### src/rtl/clk_ctrl_pkg.sv
package clk_ctrl_pkg;
   // register offsets on the plain register port
   localparam logic [3:0] OFS_CONTROL = 4'h0;
   localparam logic [3:0] OFS_TRIM = 4'h1;
   localparam logic [3:0] OFS_UNLOCK = 4'h2;
   localparam logic [3:0] OFS_POWER = 4'h3;
   // unlock key pair written to the unlock register
   localparam logic [15:0] UNLOCK_KEY_A = 16'h0055;
   localparam logic [15:0] UNLOCK_KEY_B = 16'h00AA;
   // unlock byte select carried in bit 8 of the second key write
   localparam int UNLOCK_HIGH_BIT = 8;
   // control register field positions
   localparam int CUR_SRC_LSB = 12;
   localparam int NEXT_SRC_LSB = 8;
   localparam int PLL_LOCK_BIT = 5;
   localparam int FAIL_FLAG_BIT = 3;
   localparam int SEC_EN_BIT = 1;
   localparam int SWITCH_REQ_BIT = 0;
   // trim field width and reset value
   localparam int TRIM_W = 6;
   localparam logic [5:0] TRIM_RESET = 6'h00;
   // power register codes
   localparam logic [1:0] PWR_SLEEP = 2'h1;
   localparam logic [1:0] PWR_IDLE = 2'h2;
   // settle count on the new clock
   localparam int SETTLE_CYCLES = 10;
   localparam logic [3:0] SETTLE_LAST = 4'(SETTLE_CYCLES - 1);
   // source encodings
   typedef enum logic [2:0] {
      SRC_FRC = 3'h0, SRC_FRC_PLL = 3'h1, SRC_PRI = 3'h2, SRC_PRI_PLL = 3'h3,
      SRC_SEC = 3'h4, SRC_LOW_POWER_RC_OSC = 3'h5, SRC_FRC_DIV16 = 3'h6, SRC_FRC_DIVN = 3'h7
   } source_e;
   // switch sequencer states, one-hot
   typedef enum logic [4:0] {
      ST_IDLE = 5'h01, ST_CHECK = 5'h02, ST_WAIT_RDY = 5'h04, ST_SETTLE = 5'h08, ST_DONE = 5'h10
   } switch_state_e;
   // oscillator enables, one bit per oscillator plus one for the pll
   typedef struct packed {
      logic fast_rc_osc;
      logic primary;
      logic secondary;
      logic low_power_rc_osc;
      logic pll;
   } osc_en_s;
endpackage : clk_ctrl_pkg

### src/rtl/clock_switch_failsafe_sleep.sv
// The register offsets and the address-and-strobe port were decided locally.
`timescale 1ns/1ps
// Behaviour
// - trim code is signed around nominal centre
// - one trim step is about 0.375 percent
// - switching and monitor need config bit zero
// - disabled: next ignored, current shows initial
// - disabled: switch request held at zero
// - equal current and next aborts the switch
// - valid switch clears lock and fail flags
// - start source, wait startup or pll lock
// - count ten new clock cycles, then switch
// - done: clear request, copy next to current
// - stop old source except kept oscillators
// - processor keeps running during the switch
// - primary submode fixed by configuration
// - monitor keeps low power rc running awake
// - failure raises trap, falls back to fast rc
// - failure under pll falls back with pll
// - sleep stops clock, oscillators and monitor
// - watchdog cleared before sleep, rc kept
// - wake on interrupt, reset, watchdog timeout
// - idle halts processor, peripherals keep clock
// - three-bit source encoding shared by fields
// - fail flag set by monitor, software clears
// - control writes need an unlock first
module clock_switch_failsafe_sleep
   import clk_ctrl_pkg::*;
(
   // clock, reset, enable
   input wire logic i_clk,
   input wire logic i_sys_rst,
   input wire logic i_clk_en,
   // register port
   input wire logic [3:0] i_reg_addr,
   input wire logic [15:0] i_reg_wdata,
   input wire logic i_reg_wr,
   input wire logic i_reg_rd,
   output logic [15:0] o_reg_rdata,
   // configuration bits
   input wire logic i_switch_monitor_cfg,
   input wire logic [2:0] i_initial_source_cfg,
   input wire logic [1:0] i_primary_submode_cfg,
   input wire logic i_watchdog_en_cfg,
   // oscillator status from the analog side, asynchronous
   input wire logic i_osc_startup_done,
   input wire logic i_pll_locked,
   input wire logic i_new_clk_tick,
   input wire logic i_osc_fail,
   // wake events, asynchronous
   input wire logic i_wake_irq,
   input wire logic i_watchdog_timeout,
   // oscillator and clock controls
   output wire osc_en_s o_osc_en,
   output logic [2:0] o_sys_clk_sel,
   output logic [1:0] o_primary_submode,
   output logic [5:0] o_fast_rc_trim_code,
   output logic o_clock_fail_trap,
   output logic o_watchdog_clear,
   output logic o_cpu_halt,
   output logic o_periph_clk_en,
   output logic o_monitor_active
);
   // synchronisers for asynchronous inputs
   logic [5:0] sync1_r;
   logic [5:0] sync2_r;
   logic [5:0] async_in;
   assign async_in = {i_watchdog_timeout, i_wake_irq, i_osc_fail, i_new_clk_tick, i_pll_locked, i_osc_startup_done};
   wire ost_done_s = sync2_r[0];
   wire pll_lock_s = sync2_r[1];
   wire tick_s = sync2_r[2];
   wire fail_s = sync2_r[3];
   wire irq_s = sync2_r[4];
   wire wdt_to_s = sync2_r[5];
   // tick edge detect follows the second stage only
   logic tick_d_r;
   wire tick_rise = tick_s & ~tick_d_r;

   // register state
   logic [2:0] cur_src_r;
   logic [2:0] next_src_r;
   logic switch_req_r;
   logic pll_lock_r;
   logic fail_flag_r;
   logic sec_en_r;
   logic [5:0] trim_r;
   logic cfg_caught_r;
   logic key_a_r;
   logic permit_hi_r;
   logic permit_lo_r;
   logic sleep_r;
   logic idle_r;
   logic wdt_clear_r;
   logic trap_r;
   logic [3:0] settle_r;
   switch_state_e state_r;
   switch_state_e state_nxt;

   // decode helpers
   function automatic logic uses_pll(input logic [2:0] src);
      uses_pll = (src == SRC_FRC_PLL) || (src == SRC_PRI_PLL);
   endfunction : uses_pll
   function automatic logic is_crystal(input logic [2:0] src);
      is_crystal = (src == SRC_PRI) || (src == SRC_PRI_PLL) || (src == SRC_SEC);
   endfunction : is_crystal

   wire switch_allowed = ~i_switch_monitor_cfg;
   wire monitor_on = ~i_switch_monitor_cfg;
   // register strobes
   wire wr_ctrl = i_reg_wr && (i_reg_addr == OFS_CONTROL);
   wire wr_trim = i_reg_wr && (i_reg_addr == OFS_TRIM);
   wire wr_unlock = i_reg_wr && (i_reg_addr == OFS_UNLOCK);
   wire wr_power = i_reg_wr && (i_reg_addr == OFS_POWER);
   // control writes land only with a permit
   wire hi_write = wr_ctrl && permit_hi_r;
   wire lo_write = wr_ctrl && permit_lo_r;
   wire req_write = lo_write && i_reg_wdata[SWITCH_REQ_BIT] && switch_allowed;
   wire redundant = (next_src_r == cur_src_r);
   wire src_ready = (~is_crystal(next_src_r) || ost_done_s) && (~uses_pll(next_src_r) || pll_lock_s);
   // failure only when monitor runs, awake, after the initial source load
   wire fail_event = fail_s && monitor_on && ~sleep_r && cfg_caught_r;
   wire wake = irq_s || wdt_to_s;

   // switch sequencer next state
   always_comb
   begin
      state_nxt = state_r;
      unique case (state_r)
         ST_IDLE: if (switch_req_r && ~sleep_r) state_nxt = ST_CHECK;
         ST_CHECK: state_nxt = redundant ? ST_IDLE : ST_WAIT_RDY;
         ST_WAIT_RDY: if (src_ready) state_nxt = ST_SETTLE;
         ST_SETTLE: if (tick_rise && settle_r == SETTLE_LAST) state_nxt = ST_DONE;
         ST_DONE: state_nxt = ST_IDLE;
         default: state_nxt = ST_IDLE;
      endcase
      // failure aborts any switch in progress
      if (fail_event)
         state_nxt = ST_IDLE;
   end

   // synchronisers and edge history
   always_ff @(posedge i_clk)
   begin
      if (i_sys_rst)
      begin
         sync1_r <= 6'h00;
         sync2_r <= 6'h00;
         tick_d_r <= 1'b0;
      end
      else if (i_clk_en)
      begin
         sync1_r <= async_in;
         sync2_r <= sync1_r;
         tick_d_r <= tick_s;
      end
   end

   // unlock permits
   always_ff @(posedge i_clk)
   begin
      if (i_sys_rst)
      begin
         key_a_r <= 1'b0;
         permit_hi_r <= 1'b0;
         permit_lo_r <= 1'b0;
      end
      else if (i_clk_en)
      begin
         if (wr_unlock)
            key_a_r <= (i_reg_wdata == UNLOCK_KEY_A);
         // key pair grants one byte permit
         if (wr_unlock && key_a_r && i_reg_wdata[7:0] == UNLOCK_KEY_B[7:0])
         begin
            permit_hi_r <= i_reg_wdata[UNLOCK_HIGH_BIT];
            permit_lo_r <= ~i_reg_wdata[UNLOCK_HIGH_BIT];
         end
         // any control write consumes the permit
         else if (wr_ctrl)
         begin
            permit_hi_r <= 1'b0;
            permit_lo_r <= 1'b0;
         end
      end
   end

   // control register, sequencer and failsafe
   always_ff @(posedge i_clk)
   begin
      if (i_sys_rst)
      begin
         cfg_caught_r <= 1'b0;
         cur_src_r <= SRC_FRC;
         next_src_r <= SRC_FRC;
         switch_req_r <= 1'b0;
         pll_lock_r <= 1'b0;
         fail_flag_r <= 1'b0;
         sec_en_r <= 1'b0;
         trap_r <= 1'b0;
         settle_r <= 4'h0;
         state_r <= ST_IDLE;
      end
      else if (i_clk_en)
      begin
         state_r <= state_nxt;
         trap_r <= 1'b0;
         // first cycle after reset: load the initial source
         if (~cfg_caught_r)
         begin
            cfg_caught_r <= 1'b1;
            cur_src_r <= i_initial_source_cfg;
            next_src_r <= i_initial_source_cfg;
         end
         // next field writable only with switching on
         if (hi_write && switch_allowed)
            next_src_r <= i_reg_wdata[NEXT_SRC_LSB +: 3];
         if (lo_write)
            sec_en_r <= i_reg_wdata[SEC_EN_BIT];
         if (req_write)
            switch_req_r <= 1'b1;
         if (lo_write && ~i_reg_wdata[FAIL_FLAG_BIT])
            fail_flag_r <= 1'b0;
         if (state_r == ST_CHECK && redundant)
            switch_req_r <= 1'b0;
         // valid switch clears lock and fail
         if (state_r == ST_CHECK && ~redundant)
         begin
            pll_lock_r <= 1'b0;
            fail_flag_r <= 1'b0;
         end
         // lock status follows the pll while waiting on a pll source
         if (state_r == ST_WAIT_RDY && uses_pll(next_src_r))
            pll_lock_r <= pll_lock_s;
         if (state_r != ST_SETTLE)
            settle_r <= 4'h0;
         else if (tick_rise)
            settle_r <= settle_r + 4'h1;
         if (state_r == ST_DONE)
         begin
            switch_req_r <= 1'b0;
            cur_src_r <= next_src_r;
         end
         // failure traps and falls back, set wins over clear
         if (fail_event && cur_src_r != SRC_FRC && cur_src_r != SRC_FRC_PLL)
         begin
            trap_r <= 1'b1;
            fail_flag_r <= 1'b1;
            switch_req_r <= 1'b0;
            // keep the pll when it was in use
            cur_src_r <= uses_pll(cur_src_r) ? SRC_FRC_PLL : SRC_FRC;
            next_src_r <= uses_pll(cur_src_r) ? SRC_FRC_PLL : SRC_FRC;
         end
         // held at zero while switching is off
         if (~switch_allowed)
            switch_req_r <= 1'b0;
         if (~switch_allowed)
            cur_src_r <= i_initial_source_cfg;
      end
   end

   // trim and power modes
   always_ff @(posedge i_clk)
   begin
      if (i_sys_rst)
      begin
         trim_r <= TRIM_RESET;
         sleep_r <= 1'b0;
         idle_r <= 1'b0;
         wdt_clear_r <= 1'b0;
      end
      else if (i_clk_en)
      begin
         wdt_clear_r <= 1'b0;
         if (wr_trim)
            trim_r <= i_reg_wdata[TRIM_W-1:0];
         // wake returns to run with same source
         if (wake)
         begin
            sleep_r <= 1'b0;
            idle_r <= 1'b0;
         end
         else if (wr_power && i_reg_wdata[1:0] == PWR_SLEEP)
         begin
            sleep_r <= 1'b1;
            wdt_clear_r <= i_watchdog_en_cfg;
         end
         else if (wr_power && i_reg_wdata[1:0] == PWR_IDLE)
         begin
            idle_r <= 1'b1;
            wdt_clear_r <= i_watchdog_en_cfg;
         end
      end
   end

   // register read data, one cycle after the strobe
   // both source fields share one code
   logic [15:0] ctrl_view;
   assign ctrl_view = {1'b0, cur_src_r, 1'b0, next_src_r, 2'h0, pll_lock_r, 1'b0,
                       fail_flag_r, 1'b0, sec_en_r, switch_req_r};
   logic [15:0] rd_mux;
   assign rd_mux = (i_reg_addr == OFS_CONTROL) ? ctrl_view :
                   (i_reg_addr == OFS_TRIM) ? {10'h000, trim_r} :
                   (i_reg_addr == OFS_POWER) ? {14'h0000, idle_r, sleep_r} : 16'h0000;
   always_ff @(posedge i_clk)
   begin
      if (i_sys_rst)
         o_reg_rdata <= 16'h0000;
      else if (i_clk_en && i_reg_rd)
         o_reg_rdata <= rd_mux;
   end

   // oscillator enables
   wire switching = (state_r == ST_WAIT_RDY) || (state_r == ST_SETTLE) || (state_r == ST_DONE);
   wire [2:0] want_src = switching ? next_src_r : cur_src_r;
   function automatic logic src_is_frc(input logic [2:0] src);
      src_is_frc = (src == SRC_FRC) || (src == SRC_FRC_PLL) || (src == SRC_FRC_DIV16) || (src == SRC_FRC_DIVN);
   endfunction : src_is_frc
   // old and new both run during a switch, old stops after
   // sleep turns off the system source
   assign o_osc_en.fast_rc_osc = ~sleep_r && (src_is_frc(cur_src_r) || src_is_frc(want_src));
   assign o_osc_en.primary = ~sleep_r && (is_crystal(cur_src_r) && cur_src_r != SRC_SEC ||
                                          is_crystal(want_src) && want_src != SRC_SEC);
   // secondary kept while its enable stays set
   assign o_osc_en.secondary = sec_en_r || (~sleep_r && (cur_src_r == SRC_SEC || want_src == SRC_SEC));
   // low power rc kept for monitor or watchdog
   assign o_osc_en.low_power_rc_osc = i_watchdog_en_cfg || (monitor_on && ~sleep_r) ||
                          (~sleep_r && (cur_src_r == SRC_LOW_POWER_RC_OSC || want_src == SRC_LOW_POWER_RC_OSC));
   assign o_osc_en.pll = ~sleep_r && (uses_pll(cur_src_r) || uses_pll(want_src));
   // source changes at completion, failure fallback or initial-source load, cpu never stalled for it
   assign o_sys_clk_sel = cur_src_r;
   assign o_primary_submode = i_primary_submode_cfg;
   // each code step is one analog trim step
   assign o_fast_rc_trim_code = trim_r;
   assign o_clock_fail_trap = trap_r;
   assign o_watchdog_clear = wdt_clear_r;
   // idle halts the cpu, peripherals stay clocked
   assign o_cpu_halt = sleep_r || idle_r;
   assign o_periph_clk_en = ~sleep_r;
   assign o_monitor_active = monitor_on && ~sleep_r;

   // checks
   a_redundant_abort: assert property (@(posedge i_clk) disable iff (i_sys_rst)
      i_clk_en && state_r == ST_CHECK && redundant && ~fail_event |=> ~switch_req_r && state_r == ST_IDLE)
      else $error("redundant switch not aborted");
   a_req_disabled: assert property (@(posedge i_clk) disable iff (i_sys_rst)
      i_switch_monitor_cfg && $past(i_switch_monitor_cfg) |-> ~switch_req_r)
      else $error("switch request set while switching disabled");
   a_switch_clears: assert property (@(posedge i_clk) disable iff (i_sys_rst)
      i_clk_en && state_r == ST_CHECK && ~redundant && ~fail_event |=> ~fail_flag_r)
      else $error("valid switch did not clear fail flag");
   a_done_handover: assert property (@(posedge i_clk) disable iff (i_sys_rst)
      i_clk_en && state_r == ST_DONE && switch_allowed && ~fail_event |=> cur_src_r == $past(next_src_r) && ~switch_req_r)
      else $error("completion did not hand over source");
   a_settle_count: assert property (@(posedge i_clk) disable iff (i_sys_rst)
      state_r == ST_DONE |-> $past(settle_r) == SETTLE_LAST)
      else $error("switch completed without ten ticks");
   a_fail_trap: assert property (@(posedge i_clk) disable iff (i_sys_rst)
      i_clk_en && fail_event && ~uses_pll(cur_src_r) && (cur_src_r != SRC_FRC) && switch_allowed
      |=> o_clock_fail_trap && fail_flag_r && cur_src_r == SRC_FRC)
      else $error("failure did not trap to fast rc");
   a_fail_pll: assert property (@(posedge i_clk) disable iff (i_sys_rst)
      i_clk_en && fail_event && (cur_src_r == SRC_PRI_PLL) && switch_allowed |=> cur_src_r == SRC_FRC_PLL)
      else $error("pll failure did not keep pll");
   a_sleep_monitor: assert property (@(posedge i_clk) disable iff (i_sys_rst)
      sleep_r |-> ~o_monitor_active && ~o_periph_clk_en && o_cpu_halt)
      else $error("sleep left monitor or peripherals on");
   a_trim_upper: assert property (@(posedge i_clk) disable iff (i_sys_rst)
      $past(i_clk_en && i_reg_rd && i_reg_addr == OFS_TRIM) |-> o_reg_rdata[15:6] == 10'h000)
      else $error("trim upper bits not zero");
endmodule : clock_switch_failsafe_sleep

### config.mk
export PLATFORM = sky130hd
export DESIGN_NAME = clock_switch_failsafe_sleep
export DESIGN_NICKNAME = d
export VERILOG_FILES = /design/src/rtl/clk_ctrl_pkg.sv /design/src/rtl/clock_switch_failsafe_sleep.sv
export SDC_FILE = /design/constraint.sdc
export NUM_CORES = 1
export LEC_CHECK = 0
export ABC_AREA = 1
export BUFFER_PORTS_ARGS = -buffer_cell sky130_fd_sc_hd__clkbuf_2
export CAP_MARGIN = 20
export CELL_PAD_IN_SITES_DETAIL_PLACEMENT = 2
export CELL_PAD_IN_SITES_GLOBAL_PLACEMENT = 2
export CORE_ASPECT_RATIO = 1.1
export CORE_MARGIN = 2
export CORE_UTILIZATION = 25
export CTS_BUF_LIST = sky130_fd_sc_hd__clkbuf_16
export CTS_CLUSTER_DIAMETER = 40
export DETAILED_ROUTE_END_ITERATION = 16
export MAX_ROUTING_LAYER = met4
export PLACE_DENSITY = 0.82
export SYNTH_ARGS = -nofsm -noshare
export SYNTH_HDL_FRONTEND = slang
export SYNTH_SLANG_ARGS = --single-unit
### constraint.sdc
create_clock -name i_clk -period 1.41 [get_ports i_clk]
set_clock_uncertainty 0.1 [all_clocks]
set_input_delay 0.2115 -clock i_clk [delete_from_list [all_inputs] [get_ports i_clk]]
set_output_delay 0.2115 -clock i_clk [all_outputs]
set_load 0.01 [all_outputs]
==> flow_summary.toml, run 1 <==
[status]
outcome = "finished with violations"
violations = "negative setup slack"

[timing]
rsz0062_at_grt = "true"
final_max_slew_viol_count = 0
setup_viol = 27
fin_crit_ps = 2160
post-route-period-util = 1.53
finalHoldViolCount = 0
layout_setup_ws_ps = -745
fmax_mhz = 464

[critical_path]
rr_startpoint = "state_r[2]"
worstPathArrival_ps = 1840
regToRegSetupSlack_ps = -460
required_ps = 1100
cp_max_fo = 6
worstReg2RegEnd = "state_r[0]"
start_kind = "flip-flop"
r2r_cells = 12
critPathCaptureType = "output pin"
crit_type = "reg2out"

[cells_and_area]
layout-drive-gt1-share = 0.453
fin_nets = 653
fin_cells = 772
layout_commonest_cell = "buf_4"
antenna_cells = 0
area_delta_synth_final_pct = 61.1
fillers = 1353
final_cell_mix = "buf_4 (73), nand2_1 (65), clkbuf_2 (61)"

[route]
dr.pass1.iters = 4
wire_per_inst_um = 23.8
vias = 4018
wl_um = 18400
drc = 0
via_per_inst = 5.20
drt-initial-drc-count = 183
antenna_left = 0

[cts]
cts.sinks = 58
cts_tree = "done"
h-tree-depth = 3
cts_buffer_depth = 2
numCtsBuffers = 9
root_buffer = "clkbuf_16"
cts_hold_buffers = 0
clk-insertion-delay-late_ps = 350
clk_pin_slew_worst_paths_ps = 60

[floorplanning]
rows = 42
die_area_um2 = 13200
start_util = 0.256
die_y_um = 120
coreArea_um2 = 12000
ios = 75
die_width_um = 110

[yosys]
syn_inst = 473
synthDistinctLibCells = 33
yosysWarnings = 0
ys_seq_elements = 58
mappedNetlistArea_um2 = 3060
synth-simple-area-share = 0.323
syn_avg_cell_area_um2 = 6.48
yosysSeqAreaShare = 0.379
synth_xor_area_frac = 0.00857
synthAdderAreaFrac = 0.00817
synth_compound_area_frac = 0.165
synthMuxAreaShare = 0
synth_top_family_by_area = "simple AND/OR/NAND/NOR gates"

[min_path]
hold_path_end = "sync1_r[5]"
whs_path_depth = 3
hold_class = "in2reg"
hold_start = "i_watchdog_timeout"

[global_routing]
grt_max_degree = 21
grt-ovfl-total = 0
grt_pass1_wl_um = 26400
grt_pass1_vias = 4554
antenna_found_initial = 0
grt_use_total = 0.279

[pwr]
power_w = 0.00630
peakVddDrop_mv = 0.909
power.leakage_nw = 2.24
power_density_nw_per_um2 = 1280

[job]
maxCapViolCount = 0

[placed_design]
hpwl_um = 9980
placed_cells = 737
gp_congestion = 0.818
port_buffers = 66
-- metrics by stage --
stage | utilization | hold slack [ps] | TNS [ps] | setup slack [ps] | instance area, um^2
2_1_floorplan | - | 181 | -111 | -40.1 | 3150
3_3_place_gp | 0.338 | 323 | -2640 | -270 | 4050
3_5_place_dp | 0.338 | 323 | -5600 | -432 | 4050
4_1_cts | 0.391 | 4.56 | -6420 | -648 | 4680
5_1_grt | 0.412 | 41.8 | -11250 | -833 | 4940
6_report | 0.412 | 6.87 | -9500 | -745 | 4940
-- layout make-up --
| cell class | count | area [um^2] | share of cell area |
|---|---|---|---|
| multi-input cells | 335 | 2010 | 0.407 |
| flip-flops and latches | 58 | 1190 | 0.241 |
| repair buffers | 151 | 1050 | 0.214 |
| inverters | 58 | 233 | 0.0471 |
| clock buffers | 9 | 225 | 0.0456 |
| well taps | 154 | 193 | 0.0390 |
| clock inverters | 7 | 28.8 | 0.00583 |
-- cell usage after synthesis --
master | n | area [um^2]
nand3_2 | 2 | 20.0
or3_1 | 1 | 6.26
nor2_1 | 64 | 240
nor3_1 | 3 | 15.0
o22ai_1 | 1 | 6.26
o21ai_2 | 1 | 8.76
nand2_2 | 4 | 25.0
dfxtp_1 | 58 | 1160
o21ai_0 | 45 | 225
buf_4 | 9 | 67.6
buf_1 | 2 | 7.51
inv_1 | 57 | 214
nand3_1 | 37 | 185
o21ai_1 | 4 | 20.0
inv_2 | 1 | 3.75
clkbuf_1 | 10 | 37.5
a21oi_1 | 44 | 220
a41oi_1 | 1 | 8.76
nor2_2 | 2 | 12.5
or2_2 | 1 | 6.26
nor4_1 | 3 | 18.8
nand4_1 | 6 | 37.5
nor3_4 | 1 | 16.3
nor3b_1 | 2 | 15.0
xnor2_1 | 3 | 26.3
nand2_1 | 100 | 375
ha_1 | 2 | 25.0
nor2_4 | 1 | 11.3
o2111ai_1 | 1 | 8.76
a21oi_2 | 1 | 8.76
conb_1 | 1 | 3.75
and3_1 | 1 | 6.26
buf_2 | 4 | 20.0
-- critical path, cell delays in order, from the launching register on --
cell and delay, ps:
dfxtp_4 400, inv_4 50, nor2_4 120, nand3_2 130, nand3_4 170, nand2_4 80, nand2_4 100, nand3_2 110
nand2_2 90, nand2_2 60, nand2_2 80, buf_6 110
-- worst max path at each step --
stage / to / cells after the start / slack [ps] / start
2_1_floorplan: o_osc_en[1] / 10 / -40 / state_r[3]
3_3_place_gp: o_osc_en[2] / 10 / -270 / state_r[2]
3_5_place_dp: o_osc_en[2] / 10 / -430 / state_r[2]
4_1_cts: o_osc_en[2] / 10 / -650 / state_r[3]
5_1_grt: o_osc_en[2] / 11 / -830 / state_r[2]
6_report: o_osc_en[2] / 11 / -750 / state_r[3]
-- report_power, final --
group	total (W)	switching, W	leakage, nW	internal, W
clock	0.00205	0.000895	0.134	0.00115
sequential	0.00201	0.000196	0.481	0.00181
combinational	0.00225	0.00138	1.62	0.000864
total	0.00630	0.00247	2.24	0.00383
-- what timing repair did --
item / in CTS / in global routing
gates resized for setup: 84 / 70
buffers inserted: 15 / 5
pin swaps: 33 / 29
endpoints found under the setup margin: 28 / 28
-- registers in the layout, indices dropped and copies added, names as in the netlist --
register / flops
tick_d_r: 1
sec_en_r: 1
settle_r: 4
idle_r: 1
permit_hi_r: 1
permit_lo_r: 1
fail_flag_r: 1
sleep_r: 1
cfg_caught_r: 1
state_r: 5
sync2_r: 6
next_src_r: 3
pll_lock_r: 1
o_fast_rc_trim_code: 6
o_reg_rdata: 12
o_sys_clk_sel: 3
key_a_r: 1
switch_req_r: 1
o_watchdog_clear: 1
sync1_r: 6
o_clock_fail_trap: 1
-- layer usage --
| metal | track usage | wire, um | up-vias |
|---|---|---|---|
| li1 | - | - | 1797 |
| met1 | 0.299 | 7020 | 2000 |
| met2 | 0.484 | 9700 | 154 |
| met3 | 0.0483 | 718 | 67 |
| met4 | 0.147 | 925 | 0 |
| met5 | - | 0 | - |
-- logic make-up (layout without fill, tap and decap cells) --
kind of cell | Yosys count | count (layout)
AO/OA/AOI/OAI | 98 | 98
XOR/XNOR | 3 | 3
adder cells (fa/ha/maj) | 2 | 2
buffers and inverters | 83 | 225
flip-flops | 58 | 58
other | 1 | 4
AND/OR/NAND/NOR | 228 | 228
Power figures use the tool's default switching activity.
==> inputs of run 2 (changes only) <==
- BUFFER_PORTS_ARGS: -buffer_cell sky130_fd_sc_hd__clkbuf_2 -> default
- CORE_UTILIZATION: 25 -> 30
- DONT_BUFFER_PORTS: default -> 1
==> flow_summary.toml, run 2 (synthesis results as in run 1) <==
[status]
outcome = "finished with violations"
violations = "negative hold slack, negative setup slack"

[pwr]
power.leakage_nw = 2.01
power_w = 0.00662
peakVddDrop_mv = 1.24
power_density_nw_per_um2 = 1370

[floorplanning]
ios = 75
start_util = 0.310
rows = 38
die_y_um = 110
die_area_um2 = 11000
coreArea_um2 = 9890
die_width_um = 100

[cells_and_area]
antenna_cells = 0
largest_reg_flops = 12
layout_commonest_cell = "nand2_1"
final_area_um2 = 4820
fin_nets = 599
regMostFlops = "o_reg_rdata"
area_delta_synth_final_pct = 57.2
final_cell_mix = "nand2_1 (56), buf_4 (53), dfxtp_1 (46)"
layout-drive-gt1-share = 0.397
utilization = 0.487

[critical_path]
rr_startpoint = "cfg_caught_r"
path_buf_inv = 1
r2r_cells = 11
worstPathArrival_ps = 1940
cpLargestDelayFamily = "simple AND/OR/NAND/NOR gates"
crit_slowest_cell = "dfxtp_4"
slowest_delay_ps = 390
worstReg2RegEnd = "state_r[1]"
path_common_cell = "nand2_2"
regToRegSetupSlack_ps = -450
critPathCaptureType = "output pin"
crit_type = "reg2out"
required_ps = 1100
crit_chain = "inv_4 -> nor2_4 -> o21ai_4 -> nand3_1 -> nand2_2 -> nand3_2 -> nand2_2 -> nand2_2 -> nand2_2"
cp_max_fo = 7
start_kind = "flip-flop"

[global_routing]
grt_pass1_wl_um = 25800
grt-ovfl-total = 0
grt_use_total = 0.327
antenna_found_initial = 0
grt_max_degree = 21
grt_pass1_vias = 4402

[route]
wire_per_inst_um = 29.6
via_per_inst = 5.92
vias = 4035
antenna_left = 0
drc = 0
dr.pass1.iters = 5
drt-initial-drc-count = 256
wl_um = 20200

[cts]
root_buffer = "clkbuf_16"
cts.sinks = 58
cts_buffer_depth = 2
clk-insertion-delay-late_ps = 370
numCtsBuffers = 9
clk_pin_slew_worst_paths_ps = 70
h-tree-depth = 3
cts_tree = "done"

[timing]
final_max_slew_viol_count = 0
post-route-period-util = 1.60
worst_pin_slew_ps = 959
layout_setup_ws_ps = -842
slew_headroom = 0.361
setup_viol = 27
fin_crit_ps = 2250
finalHoldViolCount = 2
fmax_mhz = 444
rsz0062_at_grt = "true"
timing.hold.ws_ps = -25.8

[min_path]
hold_path_end = "sync1_r[5]"
whs_path_depth = 2
hold_start = "i_clk_en"
hold_class = "in2reg"

[job]
maxCapViolCount = 0

[placed_design]
gp_congestion = 0.826
hpwl_um = 9040
port_buffers = 0
place_area_um2 = 3530
[run 2: cell types whose count changed in the layout (fill, tap and decap cells not counted), moves of 3 or more]
| cell | previous run | this run |
|---|---|---|
| nand2_1 | 65 | 56 |
| inv_1 | 48 | 42 |
| buf_6 | 13 | 16 |
| nor2_1 | 49 | 45 |
| clkbuf_2 | 61 | 0 |
| buf_4 | 73 | 53 |
| nand2_2 | 26 | 37 |
| inv_2 | 6 | 11 |
| nand2_4 | 12 | 9 |
| nor2_2 | 8 | 11 |
| dlygate4sd3_1 | 0 | 23 |
[run 2: repair_timing]
action | CTS | global route
pin swaps | 36 | 22
setup endpoints to repair | 27 | 37
gates resized for setup | 105 | 77
hold endpoints to repair | 32 | 2
hold buffers | 23 | 2
setup buffers | 13 | 12
[run 2: stage by stage]
step	std cells	hold WS (ps)	setup slack [ps]	TNS, ps
global route	682	-5.36	-820	-10230
CTS	670	2.85	-638	-6080
global placement	620	183	-195	-2630
finish	682	-25.8	-842	-9260
detailed placement	620	185	-353	-4090
floorplan	476	181	-40.1	-111
[run 2: power breakdown]
group	switching, W	total (W)	internal [W]
registers	0.000229	0.00203	0.00180
logic	0.00145	0.00238	0.000925
clock network	0.000954	0.00221	0.00126
[run 2: worst max path at each step]
| stage | slack [ps] | from | cells past startpoint | to |
|---|---|---|---|---|
| after CTS | -640 | state_r[0] | 10 | o_osc_en[1] |
| final | -840 | state_r[2] | 9 | o_osc_en[2] |
| after detailed placement | -350 | state_r[2] | 10 | o_osc_en[1] |
| after floorplan | -40 | state_r[3] | 10 | o_osc_en[1] |
| after global routing | -820 | state_r[2] | 9 | o_osc_en[2] |
| after global placement | -200 | state_r[2] | 8 | o_osc_en[0] |
[run 2: cell type report]
cell class / instances / area, um^2
timing repair buffer: 97 / 883
inverter: 58 / 233
fill: 1077 / 5070
multi-input combinational: 335 / 2100
clock buffer: 10 / 250
tap: 120 / 150
sequential: 58 / 1190
clock inverter: 4 / 17.5
[run 2: per-layer routing]
metal  vias up  global-route usage  wire length [um]
li1       1689                   -                 -
met1      2051               0.342              7630
met2       205               0.572             10300
met3        90              0.0687              1150
met4         0               0.193              1100
met5         -                   -                 0
==> inputs of run 3 (changes only) <==
- ABC_AREA: 1 -> default
- CORE_UTILIZATION: 30 -> 33
- SKIP_CTS_REPAIR_TIMING: default -> 1
==> flow_summary.toml, run 3 <==
[status]
outcome = "finished with violations"
violations = "negative hold slack, negative setup slack"

[critical_path]
required_ps = 1510
slowest_delay_ps = 450
path_buf_inv = 1
start_kind = "flip-flop"
critPathCaptureType = "flip-flop"
crit_type = "reg2reg"
crit_slowest_cell = "nor3b_4"
cpLargestDelayFamily = "simple AND/OR/NAND/NOR gates"
worstPathArrival_ps = 2190
cp_max_fo = 4
crit_chain = "buf_4 -> nor3_2 -> nor3b_4 -> a31oi_2 -> mux2i_1 -> nor2_1"

[floorplanning]
ios = 75
die_area_um2 = 10000
die_y_um = 105
start_util = 0.341
die_width_um = 95.6
rows = 36
coreArea_um2 = 8920

[yosys]
synth_area_leaders = "dfxtp_1 (38%), mux2i_1 (7.9%), nor2_1 (6.8%), a21oi_1 (3.6%), nand3_1 (2.6%)"
synthDistinctLibCells = 60
mappedNetlistArea_um2 = 3040
synth.most_common_cell = "dfxtp_1"
yosysWarnings = 0
yosys.area.top_type_share = 0.381
async_flop_share = 0
synth-edff-count = 0
synth_top_area_cell = "dfxtp_1"
yosysSeqAreaShare = 0.381
ys.flop_type = "dfxtp_1"
ys_seq_elements = 58
netlist_top_cells_count = "dfxtp_1 (58), nor2_1 (55), mux2i_1 (24), a21oi_1 (22), nand2_1 (19)"
syn_inst = 357
syn_avg_cell_area_um2 = 8.53

[route]
wire_per_inst_um = 29.3
drc = 0
vias = 3249
via_per_inst = 5.98
antenna_left = 0
dr.pass1.iters = 4
drt-initial-drc-count = 220
wl_um = 15900

[cells_and_area]
final_cell_mix = "buf_4 (62), nor2_1 (51), dfxtp_1 (48)"
regMostFlops = "o_reg_rdata"
layout-drive-gt1-share = 0.380
layout_commonest_cell = "buf_4"
antenna_cells = 0
fin_nets = 466
area_delta_synth_final_pct = 43.9
largest_reg_flops = 12

[timing]
finalHoldViolCount = 44
post-route-period-util = 1.48
final_max_slew_viol_count = 0
layout_setup_ws_ps = -676
fmax_mhz = 479
fin_setup_tns_ps = -10270
slew_headroom = 0.490
rsz0062_at_grt = "true"
setup_viol = 33
fin_crit_ps = 2090
timing.hold.ws_ps = -149
worst_pin_slew_ps = 762

[cts]
root_buffer = "clkbuf_16"
cts_tree = "done"
clk-insertion-delay-late_ps = 350
h-tree-depth = 3
clk_pin_slew_worst_paths_ps = 50
cts_buffer_depth = 2
cts.sinks = 58
numCtsBuffers = 9

[pwr]
power_w = 0.00499
power_density_nw_per_um2 = 1140
power.leakage_nw = 1.73
peakVddDrop_mv = 1.05

[placed_design]
port_buffers = 0
hpwl_um = 8600
gp_congestion = 0.915

[global_routing]
grt_pass1_wl_um = 19900
grt-ovfl-total = 0
grt_pass1_vias = 3353
grt_use_total = 0.278
grt_max_degree = 63
antenna_found_initial = 0

[min_path]
hold_class = "in2reg"

[job]
maxCapViolCount = 0
[run 3: cell types whose count changed after synthesis, moves of 9 or more]
cell / delta
o21ai_0: -42
nand2_1: -81
a21oi_1: -22
inv_1: -44
mux2i_1: +24
nor2_1: -9
nand3_1: -21
[run 3: area by class of cell]
type / count / area [um^2]
tap: 114 / 143
inverter: 13 / 51.3
clock inverter: 5 / 23.8
sequential: 58 / 1180
timing repair buffer: 84 / 714
fill: 909 / 4540
clock buffer: 9 / 225
multi-input combinational: 260 / 2040
[run 3: final timing paths]
| kind | slack [ps] | end | from | cells after the start |
|---|---|---|---|---|
| setup reg to reg | -680 | pll_lock_r | state_r[3] | 6 |
| hold / removal | -150 | tick_d_r | i_sys_rst | 1 |
| hold reg to reg | 400 | o_reg_rdata[13] | o_reg_rdata[13] | 2 |
| setup / recovery | -680 | pll_lock_r | state_r[3] | 6 |
[run 3: cells by family after synthesis]
kind of cell,Yosys count,share of synthesized area
and+or+nand+nor,148,0.255
AOI/OAI and AO/OA,68,0.157
DFF,58,0.381
buffers and inverters,42,0.0740
muxes,29,0.0974
xor gates and xnor gates,9,0.0259
adders and majority gates,2,0.00822
other,1,0.00123
[run 3: report_power, final]
group	internal [W]	total (W)	switching, W
clock network	0.00115	0.00199	0.000848
logic	0.000536	0.00119	0.000654
registers	0.00172	0.00181	0.0000937
total	0.00340	0.00499	0.00160
[run 3: layer usage]
layer | wire (um) | GRT usage
met4 | 835 | 0.134
met1 | 6110 | 0.311
met3 | 852 | 0.0707
met5 | 0 | -
met2 | 8100 | 0.454
[run 3: metrics by stage]
stage / utilization / instance area [um^2] / std cells / worst slack [ps] / hold slack, ps
6_report: 0.491 / 4380 / 543 / -676 / -149
3_3_place_gp: 0.406 / 3620 / 507 / -442 / 184
5_1_grt: 0.491 / 4380 / 543 / -682 / -162
3_5_place_dp: 0.406 / 3620 / 507 / -593 / 192
2_1_floorplan: - / 3210 / 360 / -526 / 255
4_1_cts: 0.434 / 3870 / 521 / -772 / -164
